### src/psu_pkg.sv
package psu_pkg;
  // Clock and millisecond timebase
  localparam int CLK_PERIOD_PS = 5000;
  localparam int MS_PS         = 1000000000;
  localparam int CYC_PER_MS    = MS_PS / CLK_PERIOD_PS;
  localparam int MSW           = 11;

  // Documented times in ms
  localparam int INOK_ON_START_MAX_MS = 1800;
  localparam int INOK_ON_DIP_MAX_MS   = 100;
  localparam int INOK_V1_MIN_MS       = 7;
  localparam int INOK_VSB_MIN_MS      = 27;
  localparam int V1_DROP_MIN_MS       = 12;
  localparam int VSB_DROP_MIN_MS      = 40;
  localparam int OFF_MIN_MS           = 1000;
  localparam int OFF_MAX_MS           = 1200;
  localparam int PSON_ON_MIN_MS       = 190;
  localparam int PSON_ON_MAX_MS       = 220;
  localparam int PWOK_ON_MIN_MS       = 250;
  localparam int PWOK_ON_MAX_MS       = 350;
  localparam int BLINK_PERIOD_MS      = 1500;

  // Counts in ms ticks
  localparam logic [MSW-1:0] INOK_ON_CNT = MSW'(INOK_ON_DIP_MAX_MS / 2);
  localparam logic [MSW-1:0] MAIN_HOLD_CNT = MSW'(INOK_V1_MIN_MS + V1_DROP_MIN_MS - INOK_V1_MIN_MS);
  localparam logic [MSW-1:0] SB_HOLD_CNT = MSW'(INOK_VSB_MIN_MS + VSB_DROP_MIN_MS - INOK_VSB_MIN_MS);
  localparam logic [MSW-1:0] OFF_CNT = MSW'((OFF_MIN_MS + OFF_MAX_MS) / 2 - VSB_DROP_MIN_MS);
  localparam logic [MSW-1:0] PSON_ON_CNT = MSW'((PSON_ON_MIN_MS + PSON_ON_MAX_MS) / 2);
  localparam logic [MSW-1:0] PWOK_ON_CNT = MSW'((PWOK_ON_MIN_MS + PWOK_ON_MAX_MS) / 2);
  localparam logic [MSW-1:0] BLINK_CNT = MSW'(BLINK_PERIOD_MS);
  localparam logic [MSW-1:0] BLINK_HALF = MSW'(BLINK_PERIOD_MS / 2);
  localparam logic [MSW-1:0] BLINK_2_3 = MSW'(BLINK_PERIOD_MS * 2 / 3);

  localparam logic [7:0] SHARE_TRIM_MAX_MV = 8'hFA;

  // Pin vector positions
  localparam int IN_EN_N    = 0;
  localparam int IN_KILL_N  = 1;
  localparam int IN_RANGE   = 2;
  localparam int IN_MAIN_OK = 3;
  localparam int IN_SB_OK   = 4;
  localparam int IN_FLT_LSB = 5;
  localparam int N_FLT      = 4;
  localparam int IN_OT_WARN = 9;
  localparam int IN_FAN     = 10;
  localparam int IN_LARGEST = 11;
  localparam int N_IN       = 12;
  localparam logic [N_IN-1:0] PIN_RST = 12'h003;

  // Register map
  localparam int ADDR_W = 8;
  localparam logic [ADDR_W-1:0] REG_CTRL  = 8'h00;
  localparam logic [ADDR_W-1:0] REG_STAT  = 8'h04;
  localparam logic [ADDR_W-1:0] REG_FAULT = 8'h08;
  localparam int CTRL_MAIN_INH = 0;
  localparam logic CTRL_RST = 1'b0;
  localparam int STB_IG     = 0;
  localparam int STB_PG     = 1;
  localparam int STB_MAIN   = 2;
  localparam int STB_SB     = 3;
  localparam int STB_MASTER = 4;
  localparam int STB_ST     = 5;
  localparam logic [1:0] RESP_OKAY   = 2'h0;
  localparam logic [1:0] RESP_SLVERR = 2'h2;

  typedef enum logic [1:0] {
    PS_OFF  = 2'b00,
    PS_RUN  = 2'b01,
    PS_HOLD = 2'b10,
    PS_WAIT = 2'b11
  } pwr_state_t;

  typedef enum logic [2:0] {
    LP_OFF    = 3'b000,
    LP_GREEN  = 3'b001,
    LP_BLINKY = 3'b010,
    LP_YELLOW = 3'b011,
    LP_YG21   = 3'b100,
    LP_YG11   = 3'b101
  } led_pat_t;
endpackage : psu_pkg

### src/pin_sync.sv
`timescale 1ns/10ps
module pin_sync #(
  parameter int              W       = 1,
  parameter logic [W-1:0]    RST_VAL = '0
) (
  input  wire logic         aclk,    // System clock
  input  wire logic         aresetn, // Sync reset, active low
  input  wire logic [W-1:0] d,       // Asynchronous pins
  output logic      [W-1:0] q        // Synchronised pins
);
  logic [W-1:0] meta_r;

  always_ff @(posedge aclk) begin
    if (!aresetn) begin
      meta_r <= RST_VAL;
      q      <= RST_VAL;
    end else begin
      meta_r <= d;
      q      <= meta_r;
    end
  end
endmodule : pin_sync

### src/ms_tick.sv
`timescale 1ns/10ps
module ms_tick #(
  parameter int CYC = 200000
) (
  input  wire logic aclk,    // System clock
  input  wire logic aresetn, // Sync reset, active low
  output logic      tick     // One-cycle pulse per period
);
  localparam int W = $clog2(CYC);
  logic [W-1:0] cnt_r;

  always_ff @(posedge aclk) begin
    if (!aresetn) begin
      cnt_r <= '0;
      tick  <= 1'b0;
    end else if (cnt_r == W'(CYC - 1)) begin
      cnt_r <= '0;
      tick  <= 1'b1;
    end else begin
      cnt_r <= cnt_r + 1'b1;
      tick  <= 1'b0;
    end
  end
endmodule : ms_tick

### src/psu_status_sequencer.sv
`timescale 1ns/10ps
// Summary of operation
// - AC LED solid green while input in range, off on undervoltage.
// - Bicolour DC LED reports output state; solid green in normal operation.
// - Solid yellow after temperature or rail voltage/current shutdown.
// - Yellow/green blink 2:1 during over temperature warning unless outputs_good_n asserted.
// - Yellow/green blink 1:1 on minor fan regulation error unless outputs_good_n asserted.
// - DC LED conditions tested in fixed priority, first match wins.
// - Main rail off at once when unplug_kill_n goes inactive.
// - Standby rail stays enabled whatever unplug_kill_n does.
// - Start on its own when input in range and output_enable_n low.
// - input_good_n asserted only while input usable.
// - input_good_n asserted within 1800 ms at start, 0-100 ms after dip.
// - input_good_n drops 12 ms before main, 40 ms before standby (documented minimum 7 and 27 ms).
// - Rail held off 1000-1200 ms after input-loss switch-off.
// - Main enabled while output_enable_n low; pulled-up default is off.
// - Toggling output_enable_n clears all latched faults.
// - Main on 190-220 ms after enable low, off within 100 ms.
// - outputs_good_n asserted only with both rails in regulation.
// - outputs_good_n asserted 250-350 ms after main regulates.
// - outputs_good_n released within 5 ms of main leaving regulation.
// - share_bus disconnected on fault or main rail off.
// - Largest-current unit is share master; slaves trim at most 250 mV.
// - outputs_good_n released in standby or after any rail fault.
module psu_status_sequencer #(
  parameter int CYC_PER_MS = psu_pkg::CYC_PER_MS
) (
  input  wire logic                        aclk,              // 200 MHz clock
  input  wire logic                        aresetn,           // Sync reset, active low
  input  wire logic                        output_enable_n,   // Main enable pin
  input  wire logic                        unplug_kill_n,     // Unplug kill pin
  input  wire logic                        input_in_range,    // Line monitor: input usable
  input  wire logic                        main_in_reg,       // Main rail in regulation
  input  wire logic                        standby_in_reg,    // Standby rail in regulation
  input  wire logic [psu_pkg::N_FLT-1:0]   shutdown_in,       // OT, OV, UV, OC shutdown
  input  wire logic                        ot_warning,        // Over temperature warning
  input  wire logic                        fan_err_minor,     // Fan error 5..15 %
  input  wire logic                        share_largest,     // Own current is largest
  input  wire logic [7:0]                  share_trim_req,    // Slave trim request, mV
  input  wire logic                        input_good_n_i,    // Pin readback
  output logic                             input_good_n_o,    // Pin drive level
  output logic                             input_good_n_oe_n, // Low while pulling
  input  wire logic                        outputs_good_n_i,  // Pin readback
  output logic                             outputs_good_n_o,  // Pin drive level
  output logic                             outputs_good_n_oe_n, // Low while pulling
  output logic                             inserted_n,        // Presence pin level
  output logic                             main_rail_en,      // Main rail enable
  output logic                             standby_rail_en,   // Standby rail enable
  output logic                             share_connect,     // share_bus switch closed
  output logic                             share_master,      // Acting as share master
  output logic [7:0]                       share_trim_mv,     // Slave voltage raise, mV
  output logic                             ac_led_green,      // AC LED
  output logic                             dc_led_green,      // DC LED green
  output logic                             dc_led_yellow,     // DC LED yellow
  input  wire logic [psu_pkg::ADDR_W-1:0]  s_axi_awaddr,      // AXI write address
  input  wire logic                        s_axi_awvalid,     // AXI
  output logic                             s_axi_awready,     // AXI
  input  wire logic [31:0]                 s_axi_wdata,       // AXI write data
  input  wire logic [3:0]                  s_axi_wstrb,       // AXI byte strobes
  input  wire logic                        s_axi_wvalid,      // AXI
  output logic                             s_axi_wready,      // AXI
  output logic [1:0]                       s_axi_bresp,       // AXI
  output logic                             s_axi_bvalid,      // AXI
  input  wire logic                        s_axi_bready,      // AXI
  input  wire logic [psu_pkg::ADDR_W-1:0]  s_axi_araddr,      // AXI read address
  input  wire logic                        s_axi_arvalid,     // AXI
  output logic                             s_axi_arready,     // AXI
  output logic [31:0]                      s_axi_rdata,       // AXI read data
  output logic [1:0]                       s_axi_rresp,       // AXI
  output logic                             s_axi_rvalid,      // AXI
  input  wire logic                        s_axi_rready       // AXI
);
  import psu_pkg::*;

  function automatic logic reg_hit(input logic [ADDR_W-1:0] a);
    return (a == REG_CTRL) || (a == REG_STAT) || (a == REG_FAULT);
  endfunction : reg_hit

  logic [N_IN-1:0]  pin_raw;
  logic [N_IN-1:0]  pin_s;
  logic             tick;
  logic             en_n, kill_n, in_ok, main_ok, sb_ok;
  logic [N_FLT-1:0] flt_in;
  logic             en_n_d_r;
  logic             en_toggle;
  logic [N_FLT-1:0] fault_lat_r;
  logic             fault_any;
  logic             ctrl_inh_r;
  pwr_state_t       state_r;
  logic [MSW-1:0]   tmr_r;
  logic [MSW-1:0]   ig_cnt_r;
  logic [MSW-1:0]   pon_cnt_r;
  logic [MSW-1:0]   pg_cnt_r;
  logic [MSW-1:0]   blink_r;
  logic             main_req, pon_done, rail_ok, sb_on, pg_cond;
  logic             ig_r, pg_r, main_en_r, sb_en_r;
  led_pat_t         pat;

  assign pin_raw = {share_largest, fan_err_minor, ot_warning, shutdown_in,
                    standby_in_reg, main_in_reg, input_in_range, unplug_kill_n, output_enable_n};

  pin_sync #(.W(N_IN), .RST_VAL(PIN_RST)) u_sync (
    .aclk    (aclk),
    .aresetn (aresetn),
    .d       (pin_raw),
    .q       (pin_s)
  );

  ms_tick #(.CYC(CYC_PER_MS)) u_tick (
    .aclk    (aclk),
    .aresetn (aresetn),
    .tick    (tick)
  );

  assign en_n      = pin_s[IN_EN_N];
  assign kill_n    = pin_s[IN_KILL_N];
  assign in_ok     = pin_s[IN_RANGE];
  assign main_ok   = pin_s[IN_MAIN_OK];
  assign sb_ok     = pin_s[IN_SB_OK];
  assign flt_in    = pin_s[IN_FLT_LSB +: N_FLT];
  assign en_toggle = en_n != en_n_d_r;
  assign fault_any = |fault_lat_r;

  // Fault latch; a new fault wins over the clearing toggle
  always_ff @(posedge aclk) begin
    if (!aresetn) begin
      en_n_d_r    <= 1'b1;
      fault_lat_r <= '0;
    end else begin
      en_n_d_r    <= en_n;
      fault_lat_r <= (fault_lat_r & {N_FLT{~en_toggle}}) | flt_in;
    end
  end

  // Input power state: run, ride-through, forced off time
  always_ff @(posedge aclk) begin
    if (!aresetn) begin
      state_r <= PS_OFF;
      tmr_r   <= '0;
    end else begin
      case (state_r)
        PS_OFF:  if (in_ok) state_r <= PS_RUN;
        PS_RUN: begin
          tmr_r <= '0;
          if (!in_ok) state_r <= PS_HOLD;
        end
        PS_HOLD: begin
          if (in_ok && tmr_r < MAIN_HOLD_CNT) begin
            state_r <= PS_RUN;
          end else if (tick) begin
            tmr_r <= tmr_r + 1'b1;
            if (tmr_r == SB_HOLD_CNT - 1'b1) begin
              state_r <= PS_WAIT;
              tmr_r   <= '0;
            end
          end
        end
        PS_WAIT: begin
          if (tick) tmr_r <= tmr_r + 1'b1;
          if (tick && tmr_r == OFF_CNT - 1'b1) state_r <= PS_OFF;
        end
        default: state_r <= PS_OFF;
      endcase
    end
  end

  assign rail_ok = (state_r == PS_RUN) || (state_r == PS_HOLD && tmr_r < MAIN_HOLD_CNT);
  assign sb_on   = (state_r == PS_RUN) || (state_r == PS_HOLD);

  // Main turn-on delay from enable
  assign main_req = !en_n && !kill_n && !fault_any && !ctrl_inh_r;
  assign pon_done = pon_cnt_r == PSON_ON_CNT;

  always_ff @(posedge aclk) begin
    if (!aresetn) begin
      pon_cnt_r <= '0;
    end else if (!main_req) begin
      pon_cnt_r <= '0;
    end else if (tick && !pon_done) begin
      pon_cnt_r <= pon_cnt_r + 1'b1;
    end
  end

  always_ff @(posedge aclk) begin
    if (!aresetn) begin
      main_en_r <= 1'b0;
      sb_en_r   <= 1'b0;
    end else begin
      main_en_r <= main_req && pon_done && rail_ok;
      sb_en_r   <= sb_on;
    end
  end

  // Input good: drops at once, returns after a fixed settle
  always_ff @(posedge aclk) begin
    if (!aresetn) begin
      ig_cnt_r <= '0;
      ig_r     <= 1'b0;
    end else if (!in_ok) begin
      ig_cnt_r <= '0;
      ig_r     <= 1'b0;
    end else begin
      if (tick && ig_cnt_r != INOK_ON_CNT) ig_cnt_r <= ig_cnt_r + 1'b1;
      ig_r <= ig_cnt_r == INOK_ON_CNT;
    end
  end

  // Outputs good
  assign pg_cond = main_en_r && sb_en_r && main_ok && sb_ok && !fault_any;

  always_ff @(posedge aclk) begin
    if (!aresetn) begin
      pg_cnt_r <= '0;
      pg_r     <= 1'b0;
    end else if (!pg_cond) begin
      pg_cnt_r <= '0;
      pg_r     <= 1'b0;
    end else begin
      if (tick && pg_cnt_r != PWOK_ON_CNT) pg_cnt_r <= pg_cnt_r + 1'b1;
      pg_r <= pg_cnt_r == PWOK_ON_CNT;
    end
  end

  // Open-drain status pins pull low when asserted
  always_ff @(posedge aclk) begin
    if (!aresetn) begin
      input_good_n_o      <= 1'b0;
      input_good_n_oe_n   <= 1'b1;
      outputs_good_n_o    <= 1'b0;
      outputs_good_n_oe_n <= 1'b1;
      inserted_n          <= 1'b0;
    end else begin
      input_good_n_o      <= 1'b0;
      input_good_n_oe_n   <= !ig_r;
      outputs_good_n_o    <= 1'b0;
      outputs_good_n_oe_n <= !pg_r;
      inserted_n          <= 1'b0;
    end
  end

  assign main_rail_en    = main_en_r;
  assign standby_rail_en = sb_en_r;

  // Current share
  always_ff @(posedge aclk) begin
    if (!aresetn) begin
      share_connect <= 1'b0;
      share_master  <= 1'b0;
      share_trim_mv <= 8'h00;
    end else begin
      share_connect <= main_en_r && !fault_any;
      share_master  <= share_connect && pin_s[IN_LARGEST];
      if (!share_connect || pin_s[IN_LARGEST])
        share_trim_mv <= 8'h00;
      else if (share_trim_req > SHARE_TRIM_MAX_MV)
        share_trim_mv <= SHARE_TRIM_MAX_MV;
      else
        share_trim_mv <= share_trim_req;
    end
  end

  // Blink timebase
  always_ff @(posedge aclk) begin
    if (!aresetn) begin
      blink_r <= '0;
    end else if (tick) begin
      blink_r <= (blink_r == BLINK_CNT - 1'b1) ? '0 : blink_r + 1'b1;
    end
  end

  // DC LED priority selection
  always_comb begin
    if (pg_r && !fault_any)
      pat = LP_GREEN;
    else if (en_n)
      pat = LP_BLINKY;
    else if (fault_any || (main_en_r && !main_ok) || (sb_en_r && !sb_ok))
      pat = LP_YELLOW;
    else if (pin_s[IN_OT_WARN])
      pat = LP_YG21;
    else if (pin_s[IN_FAN])
      pat = LP_YG11;
    else
      pat = LP_OFF;
  end

  always_ff @(posedge aclk) begin
    if (!aresetn) begin
      ac_led_green  <= 1'b0;
      dc_led_green  <= 1'b0;
      dc_led_yellow <= 1'b0;
    end else begin
      ac_led_green <= in_ok;
      case (pat)
        LP_GREEN:  {dc_led_yellow, dc_led_green} <= 2'h1;
        LP_BLINKY: {dc_led_yellow, dc_led_green} <= {blink_r < BLINK_HALF, 1'b0};
        LP_YELLOW: {dc_led_yellow, dc_led_green} <= 2'h2;
        LP_YG21:   {dc_led_yellow, dc_led_green} <= (blink_r < BLINK_2_3) ? 2'h2 : 2'h1;
        LP_YG11:   {dc_led_yellow, dc_led_green} <= (blink_r < BLINK_HALF) ? 2'h2 : 2'h1;
        default:   {dc_led_yellow, dc_led_green} <= 2'h0;
      endcase
    end
  end

  // AXI4-Lite write channel; address and data taken in either order
  logic              aw_hold_r, w_hold_r;
  logic [ADDR_W-1:0] aw_addr_r;
  logic [31:0]       w_data_r;
  logic [3:0]        w_strb_r;
  logic              wr_fire;

  assign s_axi_awready = !aw_hold_r;
  assign s_axi_wready  = !w_hold_r;
  assign s_axi_arready = !s_axi_rvalid;
  assign wr_fire       = aw_hold_r && w_hold_r && !s_axi_bvalid;

  always_ff @(posedge aclk) begin
    if (!aresetn) begin
      aw_hold_r    <= 1'b0;
      w_hold_r     <= 1'b0;
      aw_addr_r    <= '0;
      w_data_r     <= 32'h0;
      w_strb_r     <= 4'h0;
      s_axi_bvalid <= 1'b0;
      s_axi_bresp  <= RESP_OKAY;
    end else begin
      if (s_axi_awvalid && !aw_hold_r) begin
        aw_hold_r <= 1'b1;
        aw_addr_r <= s_axi_awaddr;
      end
      if (s_axi_wvalid && !w_hold_r) begin
        w_hold_r <= 1'b1;
        w_data_r <= s_axi_wdata;
        w_strb_r <= s_axi_wstrb;
      end
      if (wr_fire) begin
        aw_hold_r    <= 1'b0;
        w_hold_r     <= 1'b0;
        s_axi_bvalid <= 1'b1;
        s_axi_bresp  <= reg_hit(aw_addr_r) ? RESP_OKAY : RESP_SLVERR;
      end else if (s_axi_bvalid && s_axi_bready) begin
        s_axi_bvalid <= 1'b0;
      end
    end
  end

  always_ff @(posedge aclk) begin
    if (!aresetn)
      ctrl_inh_r <= CTRL_RST;
    else if (wr_fire && aw_addr_r == REG_CTRL && w_strb_r[0])
      ctrl_inh_r <= w_data_r[CTRL_MAIN_INH];
  end

  // Read channel
  logic [31:0] stat_w;

  always_comb begin
    stat_w                      = 32'h0;
    stat_w[STB_IG]              = ig_r;
    stat_w[STB_PG]              = pg_r;
    stat_w[STB_MAIN]            = main_en_r;
    stat_w[STB_SB]              = sb_en_r;
    stat_w[STB_MASTER]          = share_master;
    stat_w[STB_ST +: 2]         = state_r;
  end

  always_ff @(posedge aclk) begin
    if (!aresetn) begin
      s_axi_rvalid <= 1'b0;
      s_axi_rdata  <= 32'h0;
      s_axi_rresp  <= RESP_OKAY;
    end else if (s_axi_arvalid && !s_axi_rvalid) begin
      s_axi_rvalid <= 1'b1;
      s_axi_rresp  <= reg_hit(s_axi_araddr) ? RESP_OKAY : RESP_SLVERR;
      case (s_axi_araddr)
        REG_CTRL:  s_axi_rdata <= 32'(ctrl_inh_r) << CTRL_MAIN_INH;
        REG_STAT:  s_axi_rdata <= stat_w;
        REG_FAULT: s_axi_rdata <= 32'(fault_lat_r);
        default:   s_axi_rdata <= 32'h0;
      endcase
    end else if (s_axi_rvalid && s_axi_rready) begin
      s_axi_rvalid <= 1'b0;
    end
  end
endmodule : psu_status_sequencer

### config.mk
export PLATFORM = sky130hd
export DESIGN_NAME = psu_status_sequencer
export DESIGN_NICKNAME = d
export VERILOG_FILES = /design/src/psu_pkg.sv /design/src/pin_sync.sv /design/src/ms_tick.sv /design/src/psu_status_sequencer.sv
export SDC_FILE = /design/constraint.sdc
export NUM_CORES = 1
export LEC_CHECK = 0
export ABC_AREA = 1
export BUFFER_PORTS_ARGS = -buffer_cell sky130_fd_sc_hd__buf_2
export CAP_MARGIN = 20
export CORE_UTILIZATION = 50
export CTS_CLUSTER_SIZE = 40
export DETAILED_ROUTE_END_ITERATION = 8
export GPL_TIMING_DRIVEN = 0
export PLACE_DENSITY = 0.74
export SYNTH_ARGS = -nofsm -noshare
export SYNTH_HDL_FRONTEND = slang
export SYNTH_SLANG_ARGS = --single-unit
### constraint.sdc
create_clock -name aclk -period 2.45 [get_ports aclk]
set_clock_uncertainty 0.15 [all_clocks]
set_input_delay 0.3675 -clock aclk [delete_from_list [all_inputs] [get_ports aclk]]
set_output_delay 0.3675 -clock aclk [all_outputs]
set_load 0.1 [all_outputs]
Yosys cells after proc, flatten, opt, wreduce, memory -nomap -nowiden
Cells that the tools add are included.

Memory bits (read-only): 0. Memories: 0. Output and inout port bits: 61. Logic and storage cells: 179. Bits in latches: 0. Bits in registers: 175. Input bits: 81. Bits in writable memories: 0.

Multiply operators: 0. Add/sub/neg operators: 6. Magnitude comparators: 4. Reduce and logical (&&, ||, !) cells: 68. Equality and inequality tests: 30. Bitwise logic cells: 4. Shift operators: 0. Muxes and demuxes: 31. Div/mod/pow operators: 0.

Operator list (count): 11-bit by 1-bit adder with 11-bit output, second input constant (5); 11-bit two-way mux (5); 11-bit one-hot mux with 3 select lines (1); 1-bit logical AND (29); 11-bit equality test, second input constant (2); 11-bit by 6-bit equality test with 1-bit output, second input constant (2); 11-bit by 10-bit < comparator with 1-bit output, second input constant (2); 7-bit one-hot mux with 3 select lines (1); 2-bit two-way mux (10); 18-bit by 1-bit adder with 18-bit output, second input constant (1); 18-bit equality test, second input constant (1); 8-bit by 3-bit equality test with 1-bit output, second input constant (2); 8-bit by 4-bit equality test with 1-bit output, second input constant (2); 8-bit logical NOT (2); 3-bit two-way mux (5); 1-bit logical NOT (14); 11-bit by 8-bit equality test with 1-bit output, second input constant (1); 11-bit by 9-bit equality test with 1-bit output, second input constant (1); 11-bit by 4-bit < comparator with 1-bit output, second input constant (1); 11-bit by 6-bit inequality test with 1-bit output, second input constant (1); 11-bit by 9-bit inequality test with 1-bit output, second input constant (1); 1-bit logical OR (9); 8-bit greater-than comparator, second input constant (1); 8-bit two-way mux (1); other kinds (26) (43).

Depth between registers and ports, before layout
Word-level depth: 9. Depth in mapped cells: 11. Mapped depth without buffers: 11.

Modules after synthesis
Synthesis repeated with hierarchy kept, for this count alone.

Cells, all modules: 1021. Area total of the unflattened synthesis: 7231.9 um^2.

Modules (own cells, without submodules): psu_status_sequencer (area each 5522.8 um^2, cells an instance 800, sequential area each 2102.0 um^2, instances 1); ms_tick (area each 1026.0 um^2, cells an instance 147, sequential area each 380.4 um^2, instances 1); pin_sync (area each 683.2 um^2, cells an instance 74, sequential area each 480.5 um^2, instances 1).

Least setup slack after synthesis
Ideal clock, no wire load.

Path kind: reg-to-reg. Start point: register s_axi_rvalid. End point: register s_axi_rdata[6]. Data required time: 2.172 ns. Cell stages (with the launch flop): 7. Path slack: -0.247 ns. Setup time: 0.128 ns. Buffers on the path: 1. Clock period less this slack: 2.697 ns. Arrival: 2.419 ns. Path through: dfxtp_1 > inv_1 > nand2_1 > inv_1 > clkbuf_1 > o21ai_0 > a21oi_1.

Word-level cells in the longest chain between the ends: 2.

RTL lines: start, declared (RTL line psu_status_sequencer.sv:70) `output logic s_axi_rvalid,`; start signal, assigned (RTL line psu_status_sequencer.sv:369) `s_axi_rvalid <= 1'b0;`; start signal, assigned (RTL line psu_status_sequencer.sv:373) `s_axi_rvalid <= 1'b1;`; start signal, assigned (RTL line psu_status_sequencer.sv:382) `s_axi_rvalid <= 1'b0;`; 1-bit logical NOT; via s_axi_arready (RTL line psu_status_sequencer.sv:67) `output logic s_axi_arready,`; 1-bit logical AND (RTL line psu_status_sequencer.sv:372) `end else if (s_axi_arvalid && !s_axi_rvalid) begin`; end signal, assigned (RTL line psu_status_sequencer.sv:376) `REG_CTRL: s_axi_rdata <= 32'(ctrl_inh_r) << CTRL_MAIN_INH;`; end signal, assigned (RTL line psu_status_sequencer.sv:377) `REG_STAT: s_axi_rdata <= stat_w;`; end signal, assigned (RTL line psu_status_sequencer.sv:378) `REG_FAULT: s_axi_rdata <= 32'(fault_lat_r);`; end, declared (RTL line psu_status_sequencer.sv:68) `output logic [31:0] s_axi_rdata,`.

The timed path passes the listed nets, and every way through them passes these cells. A chain may end at the register's enable or synchronous reset.

Worst setup path in the final report
Start point: register state_r[0]. End point: register tmr_r[6].

Word-level cells in the longest chain between the ends: 3. Elaborated cells on any way between the ends: 9. Classes of those cells: eq/ne: 6; mux: 1; reduce/logical: 2.

RTL lines: start, declared (RTL line psu_status_sequencer.sv:89) `pwr_state_t state_r;`; start signal, assigned (RTL line psu_status_sequencer.sv:138) `state_r <= PS_OFF;`; start signal, assigned (RTL line psu_status_sequencer.sv:142) `PS_OFF: if (in_ok) state_r <= PS_RUN;`; start signal, assigned (RTL line psu_status_sequencer.sv:145) `if (!in_ok) state_r <= PS_HOLD;`; 2-bit equality test or 2-bit by 1-bit equality test with 1-bit output (tied branches) (RTL line psu_status_sequencer.sv:141) `case (state_r)`; 2-bit by 1-bit inequality test with 1-bit output (no source line), or another cell as far along; 4-bit AND reduction (no source line); end signal, assigned (RTL line psu_status_sequencer.sv:151) `tmr_r <= tmr_r + 1'b1;`; end signal, assigned (RTL line psu_status_sequencer.sv:159) `if (tick) tmr_r <= tmr_r + 1'b1;`; end, declared (RTL line psu_status_sequencer.sv:90) `logic [MSW-1:0] tmr_r;`.

Several ways; a longest one is shown, not always the timed one.

==> flow_metrics.env <==
export IMPL_ys_top_cells_by_area="dfxtp_1 (42%), nand2_1 (12%), inv_1 (7.1%)"
export IMPL_power_density_nw_per_um2=714
export IMPL_yosysSeqAreaShare_pct=41.9
export IMPL_synth_compound_area_share_pct=10.5
export IMPL_synth_top_area_share_pct=41.9
export IMPL_finalSetupViolations=0
export IMPL_crit_type="reg -> reg"
export IMPL_synth_seq_cells=148
export IMPL_outcome="completed"
export IMPL_synth_edf_count=0
export IMPL_async_flop_share_pct=0
export IMPL_synthAdderAreaFrac_pct=2.48
export IMPL_pin_count=142
export IMPL_start_util_pct=51.1
export IMPL_ir_drop_uv=513
export IMPL_cap_violations=0
export IMPL_fillCellCount=1261
export IMPL_postSynthCellCount=994
export IMPL_worst_pin_slew_ps=667
export IMPL_grt_pass1_wl_mm=25.6
export IMPL_syn_avg_cell_area_um2=7.11
export IMPL_multi_input_area_um2=3360
export IMPL_gp_congestion=0.877
export IMPL_drt_vias_per_instance=4.85
export IMPL_synth_top_cell_by_area="dfxtp_1"
export IMPL_core_um2=13800
export IMPL_power_uw=6080
export IMPL_min_period_over_period_pct=83.0
export IMPL_post_cts_buffers=0
export IMPL_cts_max_path_buffers=2
export IMPL_synth_warning_count=0
export IMPL_grt_max_degree=17
export IMPL_std_cell_rows=43
export IMPL_path_max_fanout=10
export IMPL_whs_ps=8.62
export IMPL_portBuffers=75
export IMPL_cts_root_buf="clkbuf_16"
export IMPL_synth_area_mux_share_pct=0
export IMPL_area_growth_pct=20.5
export IMPL_p_leak_uw=0.00356
export IMPL_syn_cell_area_um2=7070
export IMPL_dr_pass1_iters=7
export IMPL_rsz0062_at_grt="false"
export IMPL_wirelength_mm=15.2
export IMPL_synthXorXnorAreaFrac_pct=3.35
export IMPL_cts_buffers=17
export IMPL_max_freq_mhz=492
export IMPL_slew_viol_final=0
export IMPL_grt_total_usage_pct=22.1
export IMPL_die_x_um=121
export IMPL_finalHoldViolations=0
export IMPL_diodes=0
export IMPL_worstHoldPathType="in -> reg"
export IMPL_grt_ovfl_total=0
export IMPL_end_kind="register"
export IMPL_cts_tree="yes"
export IMPL_worstSkewPairLatency_ps=430
export IMPL_maxSlewHeadroom_pct=55.6
export IMPL_dieArea_um2=14600
export IMPL_antenna_found_initial=0
export IMPL_arrival_ps=2250
export IMPL_detailroute_via_count=6423
export IMPL_worstPathRequired_ps=2660
export IMPL_fin_crit_ps=2030
export IMPL_cp_start_kind="register"
export IMPL_yosys_area_share_simple_pct=29.6
export IMPL_regToRegSetupSlack_ps=420
export IMPL_seqCellArea_um2=2960
export IMPL_drtIter0Drc=350
export IMPL_cts_max_level=4
export IMPL_postRouteAntennaNets=0
export IMPL_drive_gt1_share_pct=16.3
export IMPL_synth_top_family_by_area="simple AND/OR/NAND/NOR gates"
export IMPL_synth_top_flop_cell="dfxtp_1"
export IMPL_die_y_um=121
export IMPL_nNetsFinal=1226
export IMPL_cts_sink_count=148
export IMPL_tns_ps=0
export IMPL_wl_per_cell_um=11.5
export IMPL_grt_pass1_vias=5646
export IMPL_drc=0
export IMPL_clk_pin_slew_ps=70
export IMPL_synth_distinct_cells=42
export IMPL_dp_hpwl_mm=11.2
stage by stage:
step | setup slack (ps) | util, % | area, um2 | instances
finish | 416 | 61.6 | 8520 | 1324
global route | 259 | 61.6 | 8520 | 1324
CTS | 391 | 61.6 | 8520 | 1324
detailed placement | 398 | 56.3 | 7780 | 1278
global placement | 441 | 56.3 | 7780 | 1278
floorplan | 127 | - | 7180 | 1023
layout make-up:
class	instances	share of cell area, %
multi-input cells	687	39.4
flip-flops and latches	148	34.8
inverters	141	6.26
repair buffers	89	6.05
clock buffers	17	4.99
plain buffers	47	3.83
well taps	180	2.64
clock inverters	15	2.00
metal layers:
metal  up-vias  wire length (um)  global-route usage, %
met4         0               194                   7.64
li1       3379                 -                      -
met5         -                 0                      0
met2       128              7190                   36.0
met1      2897              7170                   28.7
met3        19               633                   5.03
kinds of logic after synthesis:
group	count (synthesis)
AO/OA/AOI/OAI	134
adder cells (fa/ha/maj)	14
flip-flops	148
buffers and inverters	188
other	1
XOR/XNOR	27
AND/OR/NAND/NOR	482
synthesized netlist by cell type, types with 3 or more instances:
| cell type | n |
|---|---|
| a21oi_1 | 74 |
| a21oi_2 | 8 |
| buf_2 | 3 |
| buf_4 | 31 |
| buf_6 | 4 |
| clkbuf_1 | 7 |
| dfxtp_1 | 148 |
| ha_1 | 14 |
| inv_1 | 133 |
| inv_2 | 8 |
| nand2_1 | 231 |
| nand2_2 | 4 |
| nand3_1 | 44 |
| nand3_2 | 3 |
| nand4_1 | 26 |
| nor2_1 | 122 |
| nor3_1 | 26 |
| nor3_2 | 3 |
| nor3b_1 | 3 |
| o211ai_1 | 3 |
| o21ai_0 | 38 |
| o21bai_1 | 3 |
| or2_2 | 8 |
| xnor2_1 | 9 |
| xor2_1 | 18 |
report_power, final:
group | switching (uW) | internal (uW)
clock network | 1100 | 1520
registers | 65.7 | 2490
logic | 674 | 232
sequential cells by signal, summed over array words and instances, names as in the netlist, 2 cells and up:
signal	cells
aw_addr_r	8
blink_r	11
fault_lat_r	4
ig_cnt_r	11
pg_cnt_r	11
pon_cnt_r	11
s_axi_rdata	7
share_trim_mv	8
state_r	2
tmr_r	11
u_sync.meta_r	12
u_sync.q	12
u_tick.cnt_r	18
cells in the final DEF, fill, tap and decap left out, drive strengths merged:
cell type	netlist	routed
nand2	236	236
dfxtp	148	148
inv	141	146
nor2	124	124
buf	40	115
a21oi	82	82
nand3	47	47
o21ai	39	39
conb	1	30
nor3	30	30
nand4	26	26
clkbuf	7	24
xor2	18	18
ha	14	14
dlygate4sd3	0	14
or2	10	10
xnor2	9	9
clkinv	0	5
clkinvlp	0	3
nor3b	3	3
o211ai	3	3
o21bai	3	3
a211oi	3	3
nor4	2	2
nand3b	2	2
and3	2	2
bufinv	0	2
o22ai	1	1
a31oi	1	1
o21a	1	1
a2111oi	1	1
what timing repair did:
item | 4_1_cts | 5_1_grt
hold endpoints to repair | 14 | 0
resized for setup | 0 | 0
hold buffers | 14 | 0
critical path, cell delays in order, from the launching register on:
cell and delay (ps):
dfxtp_1 390, inv_1 130, ha_1 300, or2_1 250
o22ai_1 150, o21ai_2 120, inv_2 70, buf_2 200
nand2_1 90, a21oi_2 120
worst paths after layout:
path         cells after the start      endpoint              from
min                              3  aw_addr_r[7]   s_axi_awaddr[7]
min reg2reg                      2   u_sync.q[8]  u_sync.meta_r[8]
max                              9      tmr_r[6]        state_r[0]
max reg2reg                      9      tmr_r[6]        state_r[0]
No activity file was read; power rests on OpenSTA's default activity.
